## config.mk

```make
export PLATFORM = sky130hd
export DESIGN_NAME = nvc_host_flat
export DESIGN_NICKNAME = d
export VERILOG_FILES = /design/src/nvc_pkg.sv /design/src/nvc_link_if.sv /design/src/nvc_host.sv /design/src/flat_wrapper.sv
export SDC_FILE = /design/constraint.sdc
export NUM_CORES = 1
export LEC_CHECK = 0
export BUFFER_PORTS_ARGS = -buffer_cell sky130_fd_sc_hd__buf_2
export CORE_MARGIN = 5
export CORE_UTILIZATION = 48
export CTS_CLUSTER_SIZE = 12
export DETAILED_ROUTE_END_ITERATION = 16
export PLACE_DENSITY = 0.76
export RECOVER_POWER = 100
export SYNTH_ARGS = -nofsm -noshare
export SYNTH_HDL_FRONTEND = slang
export SYNTH_SLANG_ARGS = --single-unit
export TNS_END_PERCENT = 20
```

## constraint.sdc

```tcl
create_clock -name mclk -period 2.3 [get_ports mclk]
set_input_delay 0.46 -clock mclk [delete_from_list [all_inputs] [get_ports mclk]]
set_output_delay 0.46 -clock mclk [all_outputs]
set_load 0.1 [all_outputs]
```

## src/nvc_pkg.sv

```systemverilog
// What this block does
// - EEPROM read: address, select data, trigger read.
// - EEPROM byte appears in low data next cycle.
// - Low data holds until next read or write.
// - Load address and data before a write.
// - Write starts only after keys 55h, AAh, trigger.
// - Keep key sequence and trigger uninterrupted.
// - Write trigger refused without write permit.
// - Write permit never cleared by hardware.
// - Host keeps write permit cleared when idle.
// - Clearing permit does not abort running write.
// - Write end clears trigger, sets done flag.
// - Done flag stays until host clears it.
// - Flash read: both addresses, select program, trigger.
// - Second access after flash trigger is ignored.
// - Flash word in both data registers, held.
// - Host idles two cycles after flash trigger.
// - Write trigger with program select is dropped.
// - High address uses bits 4-0, rest zero.
// - High data uses bits 5-0, rest zero.
package nvc_pkg;

  // ---------------------------------------------------------------------------
  // Register indexes on the link between core and controller.
  // ---------------------------------------------------------------------------
  localparam logic [2:0] REG_ADDR_LOW  = 3'h0;
  localparam logic [2:0] REG_ADDR_HIGH = 3'h1;
  localparam logic [2:0] REG_DATA_LOW  = 3'h2;
  localparam logic [2:0] REG_DATA_HIGH = 3'h3;
  localparam logic [2:0] REG_CONTROL   = 3'h4;
  localparam logic [2:0] REG_UNLOCK    = 3'h5;
  localparam logic [2:0] REG_FLAG      = 3'h6;

  // Field positions of the control register and the flag register, and widths of the high address and data registers.
  localparam int CTRL_SEL_BIT    = 7;
  localparam int CTRL_PERMIT_BIT = 2;
  localparam int CTRL_WR_BIT     = 1;
  localparam int CTRL_RD_BIT     = 0;
  localparam int FLAG_DONE_BIT   = 0;
  localparam int ADDR_HIGH_W     = 5;
  localparam int DATA_HIGH_W     = 6;

  // Unlock keys and control values the host writes.
  localparam logic [7:0] KEY_FIRST     = 8'h55;
  localparam logic [7:0] KEY_SECOND    = 8'haa;
  localparam logic [7:0] CTRL_EE_READ  = 8'h01;
  localparam logic [7:0] CTRL_PF_READ  = 8'h81;
  localparam logic [7:0] CTRL_PERMIT   = 8'h04;
  localparam logic [7:0] CTRL_PERMIT_WR = 8'h06;
  localparam logic [7:0] CTRL_CLEAR    = 8'h00;

  // Reset values.
  localparam logic [7:0] RST_BYTE = 8'h00;

  // ---------------------------------------------------------------------------
  // Timing.
  // ---------------------------------------------------------------------------
  localparam int CLK_PERIOD_NS     = 10;
  localparam int EE_WRITE_TIME_NS  = 4000;
  localparam logic [15:0] EE_WRITE_CYCLES = 16'(EE_WRITE_TIME_NS / CLK_PERIOD_NS);
  localparam logic [1:0]  SKIP_START  = 2'h2;   // Counter value after a flash trigger.
  localparam logic [1:0]  SKIP_IGNORE = 2'h1;   // Counter value of the dropped cycle.

  // ---------------------------------------------------------------------------
  // Host command port on APB.
  // ---------------------------------------------------------------------------
  localparam logic [7:0] APB_ADDR   = 8'h00;
  localparam logic [7:0] APB_DATA   = 8'h04;
  localparam logic [7:0] APB_GO     = 8'h08;
  localparam logic [7:0] APB_STATUS = 8'h0c;
  localparam int STAT_BUSY_BIT = 0;
  localparam int STAT_DONE_BIT = 1;
  localparam int STAT_RES_LSB  = 16;
  localparam logic [1:0] CMD_NONE    = 2'h0;
  localparam logic [1:0] CMD_EE_READ = 2'h1;
  localparam logic [1:0] CMD_EE_WRITE = 2'h2;
  localparam logic [1:0] CMD_PF_READ = 2'h3;

  // ---------------------------------------------------------------------------
  // Types.
  // ---------------------------------------------------------------------------
  typedef enum logic [2:0] {
    KEY_IDLE = 3'b001,
    KEY_GOT1 = 3'b010,
    KEY_GOT2 = 3'b100
  } nvc_key_type;

  typedef enum logic [1:0] {
    HST_IDLE = 2'b01,
    HST_RUN  = 2'b10
  } nvc_hstate_type;

  typedef enum logic [4:0] {
    OP_IDLE = 5'b00001,
    OP_WR   = 5'b00010,
    OP_RD   = 5'b00100,
    OP_POLL = 5'b01000,
    OP_END  = 5'b10000
  } nvc_op_type;

  typedef struct packed {
    nvc_op_type op;
    logic [2:0] regSel;
    logic [7:0] data;
  } nvc_step_type;

endpackage : nvc_pkg
```

## src/nvc_link_if.sv

```systemverilog
`timescale 1ns/1ps
// Register access path from the core side to the controller. One access per
// cycle while acc is high; read data answers in the same cycle.
interface nvc_link_if;
  logic       acc;
  logic       wr;
  logic [2:0] addr;
  logic [7:0] wdata;
  logic [7:0] rdata;
  logic       ignored;

  modport device (
    input  acc,
    input  wr,
    input  addr,
    input  wdata,
    output rdata,
    output ignored
  );

  modport host (
    output acc,
    output wr,
    output addr,
    output wdata,
    input  rdata,
    input  ignored
  );
endinterface : nvc_link_if

```

## src/nvc_host.sv

```systemverilog
`timescale 1ns/1ps
module nvc_host
  import nvc_pkg::*;
(
  input  wire logic        mclk,
  input  wire logic        srst,
  nvc_link_if.host         link,
  input  wire logic        psel,
  input  wire logic        penable,
  input  wire logic        pwrite,
  input  wire logic [7:0]  paddr,
  input  wire logic [31:0] pwdata,
  output      logic [31:0] prdata,
  output      logic        pready,
  output      logic        pslverr
);

  logic [12:0]    cmdAddr;
  logic [7:0]     cmdData;
  logic [1:0]     cmd;
  logic [3:0]     idx;
  logic [13:0]    result;
  logic           doneSeen;
  nvc_hstate_type state;
  nvc_step_type   step;
  logic [31:0]    rdVal;
  logic           rdErr;

  logic [12:0]    next_cmdAddr;
  logic [7:0]     next_cmdData;
  logic [1:0]     next_cmd;
  logic [3:0]     next_idx;
  logic [13:0]    next_result;
  logic           next_doneSeen;
  nvc_hstate_type next_state;
  nvc_step_type   next_step;
  logic           apbWrite;

  // ---------------------------------------------------------------------------
  // Access sequences, one step per cycle except while a poll step waits on the write bit.
  // ---------------------------------------------------------------------------
  // Each write, read or poll step is one register access; the running list never pauses between
  // the keys and the trigger, so no other access can break the sequence.
  function automatic nvc_step_type stepOf(input logic [1:0]  c,
                                          input logic [3:0]  i,
                                          input logic [12:0] a,
                                          input logic [7:0]  d);
    nvc_step_type s;
    s = '{op: OP_END, regSel: REG_ADDR_LOW, data: RST_BYTE};
    case ({c, i})
      {CMD_EE_READ, 4'h0}:  s = '{OP_WR, REG_ADDR_LOW, a[7:0]};
      {CMD_EE_READ, 4'h1}:  s = '{OP_WR, REG_CONTROL, CTRL_EE_READ};
      {CMD_EE_READ, 4'h2}:  s = '{OP_RD, REG_DATA_LOW, RST_BYTE};
      {CMD_EE_WRITE, 4'h0}: s = '{OP_WR, REG_ADDR_LOW, a[7:0]};
      {CMD_EE_WRITE, 4'h1}: s = '{OP_WR, REG_DATA_LOW, d};
      {CMD_EE_WRITE, 4'h2}: s = '{OP_WR, REG_CONTROL, CTRL_PERMIT};
      {CMD_EE_WRITE, 4'h3}: s = '{OP_WR, REG_UNLOCK, KEY_FIRST};
      {CMD_EE_WRITE, 4'h4}: s = '{OP_WR, REG_UNLOCK, KEY_SECOND};
      {CMD_EE_WRITE, 4'h5}: s = '{OP_WR, REG_CONTROL, CTRL_PERMIT_WR};
      // Permit is dropped while the write still runs; the cycle must carry on regardless.
      {CMD_EE_WRITE, 4'h6}: s = '{OP_WR, REG_CONTROL, CTRL_CLEAR};
      {CMD_EE_WRITE, 4'h7}: s = '{OP_POLL, REG_CONTROL, RST_BYTE};
      {CMD_EE_WRITE, 4'h8}: s = '{OP_RD, REG_FLAG, RST_BYTE};
      {CMD_EE_WRITE, 4'h9}: s = '{OP_WR, REG_FLAG, CTRL_CLEAR};
      {CMD_PF_READ, 4'h0}:  s = '{OP_WR, REG_ADDR_LOW, a[7:0]};
      {CMD_PF_READ, 4'h1}:  s = '{OP_WR, REG_ADDR_HIGH, {3'h0, a[12:8]}};
      {CMD_PF_READ, 4'h2}:  s = '{OP_WR, REG_CONTROL, CTRL_PF_READ};
      {CMD_PF_READ, 4'h3}:  s = '{OP_IDLE, REG_ADDR_LOW, RST_BYTE};
      {CMD_PF_READ, 4'h4}:  s = '{OP_IDLE, REG_ADDR_LOW, RST_BYTE};
      {CMD_PF_READ, 4'h5}:  s = '{OP_RD, REG_DATA_LOW, RST_BYTE};
      {CMD_PF_READ, 4'h6}:  s = '{OP_RD, REG_DATA_HIGH, RST_BYTE};
      {CMD_PF_READ, 4'h7}:  s = '{OP_RD, REG_ADDR_HIGH, RST_BYTE};
      default: ;
    endcase
    return s;
  endfunction : stepOf

  // Link outputs come straight from the registered step.
  assign link.acc   = (state == HST_RUN) && (step.op inside {OP_WR, OP_RD, OP_POLL});
  assign link.wr    = (step.op == OP_WR);
  assign link.addr  = step.regSel;
  assign link.wdata = step.data;
  assign pready     = 1'b1;
  assign apbWrite   = psel && penable && pwrite;

  // ---------------------------------------------------------------------------
  // APB read data, taken in the setup cycle so it is stable in the access one.
  // ---------------------------------------------------------------------------
  always_comb begin
    rdErr = 1'b0;
    case (paddr)
      APB_ADDR:   rdVal = {19'h0, cmdAddr};
      APB_DATA:   rdVal = {24'h0, cmdData};
      APB_GO:     rdVal = {30'h0, cmd};
      APB_STATUS: rdVal = {2'h0, result, 14'h0, doneSeen, state == HST_RUN};
      default: begin
        rdVal = 32'h0;
        rdErr = 1'b1;
      end
    endcase
  end

  // ---------------------------------------------------------------------------
  // Command sequencer next values.
  // ---------------------------------------------------------------------------
  always_comb begin
    next_cmdAddr  = cmdAddr;
    next_cmdData  = cmdData;
    next_cmd      = cmd;
    next_idx      = idx;
    next_result   = result;
    next_doneSeen = doneSeen;
    next_state    = state;
    if (apbWrite) begin
      case (paddr)
        APB_ADDR: next_cmdAddr = pwdata[12:0];
        APB_DATA: next_cmdData = pwdata[7:0];
        APB_GO: begin
          if (state == HST_IDLE && pwdata[1:0] != CMD_NONE) begin
            next_cmd   = pwdata[1:0];
            next_idx   = 4'h0;
            next_state = HST_RUN;
          end
        end
        APB_STATUS: begin
          if (pwdata[STAT_DONE_BIT]) begin
            next_doneSeen = 1'b0;
          end
        end
        default: ;
      endcase
    end
    case (state)
      HST_RUN: begin
        if (step.op == OP_END) begin
          next_state = HST_IDLE;
        end else if (!(step.op == OP_POLL && link.rdata[CTRL_WR_BIT])) begin
          next_idx = idx + 4'h1;
        end
        if (step.op == OP_RD && step.regSel == REG_DATA_LOW) begin
          next_result[7:0] = link.rdata;
        end
        if (step.op == OP_RD && step.regSel == REG_DATA_HIGH) begin
          next_result[13:8] = link.rdata[5:0];
        end
        // Set wins over a software clear in the same cycle.
        if (step.op == OP_RD && step.regSel == REG_FLAG && link.rdata[FLAG_DONE_BIT]) begin
          next_doneSeen = 1'b1;
        end
      end
      HST_IDLE: ;
      default: next_state = HST_IDLE;
    endcase
    next_step = (next_state == HST_RUN) ?
                stepOf(next_cmd, next_idx, next_cmdAddr, next_cmdData) :
                '{op: OP_IDLE, regSel: REG_ADDR_LOW, data: RST_BYTE};
  end

  // ---------------------------------------------------------------------------
  // State registers.
  // ---------------------------------------------------------------------------
  always_ff @(posedge mclk) begin
    if (srst) begin
      cmdAddr  <= '0;
      cmdData  <= RST_BYTE;
      cmd      <= CMD_NONE;
      idx      <= '0;
      result   <= '0;
      doneSeen <= 1'b0;
      state    <= HST_IDLE;
      step     <= '{op: OP_IDLE, regSel: REG_ADDR_LOW, data: RST_BYTE};
      prdata   <= 32'h0;
      pslverr  <= 1'b0;
    end else begin
      cmdAddr  <= next_cmdAddr;
      cmdData  <= next_cmdData;
      cmd      <= next_cmd;
      idx      <= next_idx;
      result   <= next_result;
      doneSeen <= next_doneSeen;
      state    <= next_state;
      step     <= next_step;
      if (psel && !penable) begin
        prdata  <= rdVal;
        pslverr <= rdErr;
      end
    end
  end

endmodule : nvc_host

```

## src/flat_wrapper.sv

```systemverilog
// flat-port wrapper written by rule: the top's interface ports become plain ports
module nvc_host_flat import nvc_pkg::*;
  (mclk, srst, psel, penable, pwrite, paddr, pwdata, prdata, pready, pslverr, link_acc, link_wr, link_addr, link_wdata, link_rdata, link_ignored);
  nvc_link_if link_i ();
  input  wire logic mclk;
  input  wire logic srst;
  input  wire logic psel;
  input  wire logic penable;
  input  wire logic pwrite;
  input  wire logic [7:0] paddr;
  input  wire logic [31:0] pwdata;
  output      logic [31:0] prdata;
  output      logic pready;
  output      logic pslverr;
  output wire logic [$bits(link_i.acc)-1:0] link_acc;
  output wire logic [$bits(link_i.wr)-1:0] link_wr;
  output wire logic [$bits(link_i.addr)-1:0] link_addr;
  output wire logic [$bits(link_i.wdata)-1:0] link_wdata;
  input wire logic [$bits(link_i.rdata)-1:0] link_rdata;
  input wire logic [$bits(link_i.ignored)-1:0] link_ignored;
  assign link_acc = link_i.acc;
  assign link_wr = link_i.wr;
  assign link_addr = link_i.addr;
  assign link_wdata = link_i.wdata;
  assign link_i.rdata = link_rdata;
  assign link_i.ignored = link_ignored;
  nvc_host u_core (.mclk(mclk), .srst(srst), .link(link_i), .psel(psel), .penable(penable), .pwrite(pwrite), .paddr(paddr), .pwdata(pwdata), .prdata(prdata), .pready(pready), .pslverr(pslverr));
endmodule
```

==> reports/qor.txt <==
per-cell routed wire length - 16.3 µm
dominant cells by area after synthesis - sky130_fd_sc_hd__dfxtp_1 42%, sky130_fd_sc_hd__nor2_1 7.1%, sky130_fd_sc_hd__mux2i_1 5.7%
pin count of the biggest net entering global routing - 72
Die Y-Extent - 103 µm
required time at the endpoint of the critical path - 2580 ps
Detail Placement HPWL - 8490 µm
proportion of netlist area held by the largest area contributor - 42.1%
clock-pin slew on the worst setup and hold paths - 90 ps
Die ar. - 10700 µm²
slowest stage cell, crit path - sky130_fd_sc_hd__or4_4
Synth area leader - sky130_fd_sc_hd__dfxtp_1
Finish-stage setup viols - 7
vias in the first global route - 3807
static leakage - 2.16 nW
ordered list of cells on the worst path - inv_2 -> ha_4 -> o31a_1 -> a31oi_4 -> or3_4 -> and2_4 -> or4_4 -> or2_1 -> a31oi_2
starting density of the core - 48.7%
biggest cell delay along the critical path - 540 ps
Worst slew margin - 21.7%
TritonCTS clock tree - done
predominant post-synthesis flop cell - sky130_fd_sc_hd__dfxtp_1
count of H-tree levels built during CTS - 3
hold buffer count at cts - 0
buffer cell driving the clock tree root - sky130_fd_sc_hd__clkbuf_8
most common library cell in the layout ignoring fill and taps - sky130_fd_sc_hd__dfxtp_1
transition at the pin with the smallest max-transition slack - 1180 ps
number of instances in the synthesized netlist - 464
critical path data arrival time - 2650 ps
kind of critical path - reg2reg
share of the yosys chip area belonging to registers - 42.1%
setup repair after global routing missed its margin - true
worst voltage drop across the vdd grid - 0.312 mV
top library cells by usage in the layout, fill and taps aside - 86 x sky130_fd_sc_hd__dfxtp_1, 77 x sky130_fd_sc_hd__nor2_1, 75 x sky130_fd_sc_hd__buf_4
power per cell area - 536 nW/µm²
Max Freq - 0.423 GHz
number of core rows - 34
number of flip-flops and latches in the synthesized netlist - 88
Top Ports - 101
minimum clock period after layout - 2360 ps
unique cell type count in the Yosys netlist - 71
count of yosys warnings during synthesis - 0
Total Nets Final - 651
type of destination of the critical path - register
number of diodes added for antenna fixing - 0
setup total negative slack - -260 ps
DRC Markers - 0
share of layout cells above drive strength 1 - 32.1%
drt pass-1 iters - 5
count of routing violations after the opening detailed-route iteration - 216
layout overhead on the synthesized area - 27.7%
crit path max fanout - 5
number of buffers inserted during clock tree synthesis - 9
final design utilization - 62.1%
overall global routing resource usage - 21.5%
post-synthesis cell area - 4180 µm²
number of maximum-capacitance constraint violations - 0
run status - finished with violations
Hold/Removal Path Class - in2reg
Die W - 103 µm
insertion delay to the later sink of the worst-skew pair - 360 ps
number of fill cells in the layout - 746
Fin. Hold Viols - 0
max-slew violation count - 0
final worst setup slack - -63.0 ps
Clock Path Buffers - 2
mean cell area of the mapped netlist - 9.01 µm²
Post-synth EDFFs - 0
Async S/R FF share, synth - 0%
fraction of the cycle the final worst path needs - 103%
wire length after detailed routing - 11500 µm
Std-Cell Core Area - 8590 µm²
final total power - 2.86 mW
Placed Cells incl. Taps - 681
area of the multi-input gates - 2290 µm²
number of vias per cell - 5.50
failing checks - setup timing
RePlAce Congestion - 0.917
startpoint types - register
non-filler instance count after layout - 707
number of antenna violations at the first check in global routing - 0
wire length of the first global-routing pass - 17900 µm
Critical path buffers and inverters - 1
total congestion overflow after global routing - 0
clock sink count - 88
cell class contributing the biggest share of worst-path delay - simple AND/OR/NAND/NOR gates
via count of the routed design - 3892
post-detailed-route count of antenna-violating nets - 0
clock skew - 6.01 ps
area taken by flip-flops and latches - 1760 µm²
number of buffers inserted by port buffering - 74
sequential cells by signal (all words and copies together), names as in the netlist:
name               flops
u_core.prdata         27
u_core.state           2
u_core.idx             4
u_core.doneSeen        1
u_core.result         14
u_core.step            5
u_core.pslverr         1
u_core.cmdAddr        13
u_core.cmdData         8
u_core.link.wdata      8
u_core.link.addr       3
u_core.cmd             2
cell type report:
class	instances	area share [%]
multi-input cells	329	42.8
flip-flops and latches	88	33.0
well taps	108	2.53
repair buffers	156	17.5
clock inverters	6	1.01
inverters	10	0.703
clock buffers	10	2.39
stage by stage:
| stage | setup slack [ps] | instance area [µm²] | hold WS (ps) |
|---|---|---|---|
| 2_1_floorplan | -90.1 | 4200 | 432 |
| 3_3_place_gp | -300 | 5010 | 438 |
| 3_5_place_dp | -352 | 5010 | 446 |
| 4_1_cts | -67.0 | 5310 | 316 |
| 5_1_grt | -166 | 5340 | 322 |
| 6_report | -63.0 | 5340 | 327 |
where the power goes:
group | leakage (nW) | internal [mW] | switching, mW
Clock | 0.0890 | 0.410 | 0.580
Combinational | 1.36 | 0.138 | 0.195
Sequential | 0.709 | 1.53 | 0.00763
path summary, 6_finish.rpt:
check,slack [ps],cells past startpoint,startpoint,endpoint
worst max-delay path,-60,9,u_core.state[0],u_core.link.wdata[5]
worst min register to register,460,2,u_core.result[5],u_core.result[5]
worst max register to register,-60,9,u_core.state[0],u_core.link.wdata[5]
worst min-delay path,330,2,srst,u_core.state[1]
cells in the mapped netlist, types with 9 or more instances:
cell / n
sky130_fd_sc_hd__mux2_2: 11
sky130_fd_sc_hd__inv_1: 10
sky130_fd_sc_hd__mux2i_1: 24
sky130_fd_sc_hd__buf_4: 17
sky130_fd_sc_hd__nand3_1: 11
sky130_fd_sc_hd__nand2_1: 30
sky130_fd_sc_hd__clkbuf_1: 16
sky130_fd_sc_hd__a22oi_1: 30
sky130_fd_sc_hd__a21oi_1: 17
sky130_fd_sc_hd__dfxtp_1: 88
sky130_fd_sc_hd__a31oi_1: 9
sky130_fd_sc_hd__nor2_1: 79
sky130_fd_sc_hd__o21ai_0: 14
metal layers:
layer  track usage, %  vias up  share of wire (%)
met5                0        -                  0
met2             38.2      111                 51
met3             3.49       18                4.8
met1             26.0     1869                 43
li1                 -     1894                  -
met4             8.17        0                1.8
repair_timing:
action / in CTS / in global routing
endpoints found under the setup margin: 14 / 16
cloned: 0 / 0
pin swaps: 9 / 13
setup buffers: 8 / 2
gates resized for setup: 15 / 12
kinds of logic (layout without fill, tap and decap cells):
kind of cell             count (synthesis)  count (layout)  synth area share, %
AND/OR/NAND/NOR                        178             178                 21.4
AO/OA/AOI/OAI                          101             101                 18.1
flip-flops                              88              88                 42.1
buffers and inverters                   51             182                 6.40
multiplexers                            38              38                 10.3
adder cells (fa/ha/maj)                  3               3                0.898
XOR/XNOR                                 3               3                0.628
other                                    2               6                0.180
No activity file was read; power rests on OpenSTA's default activity.
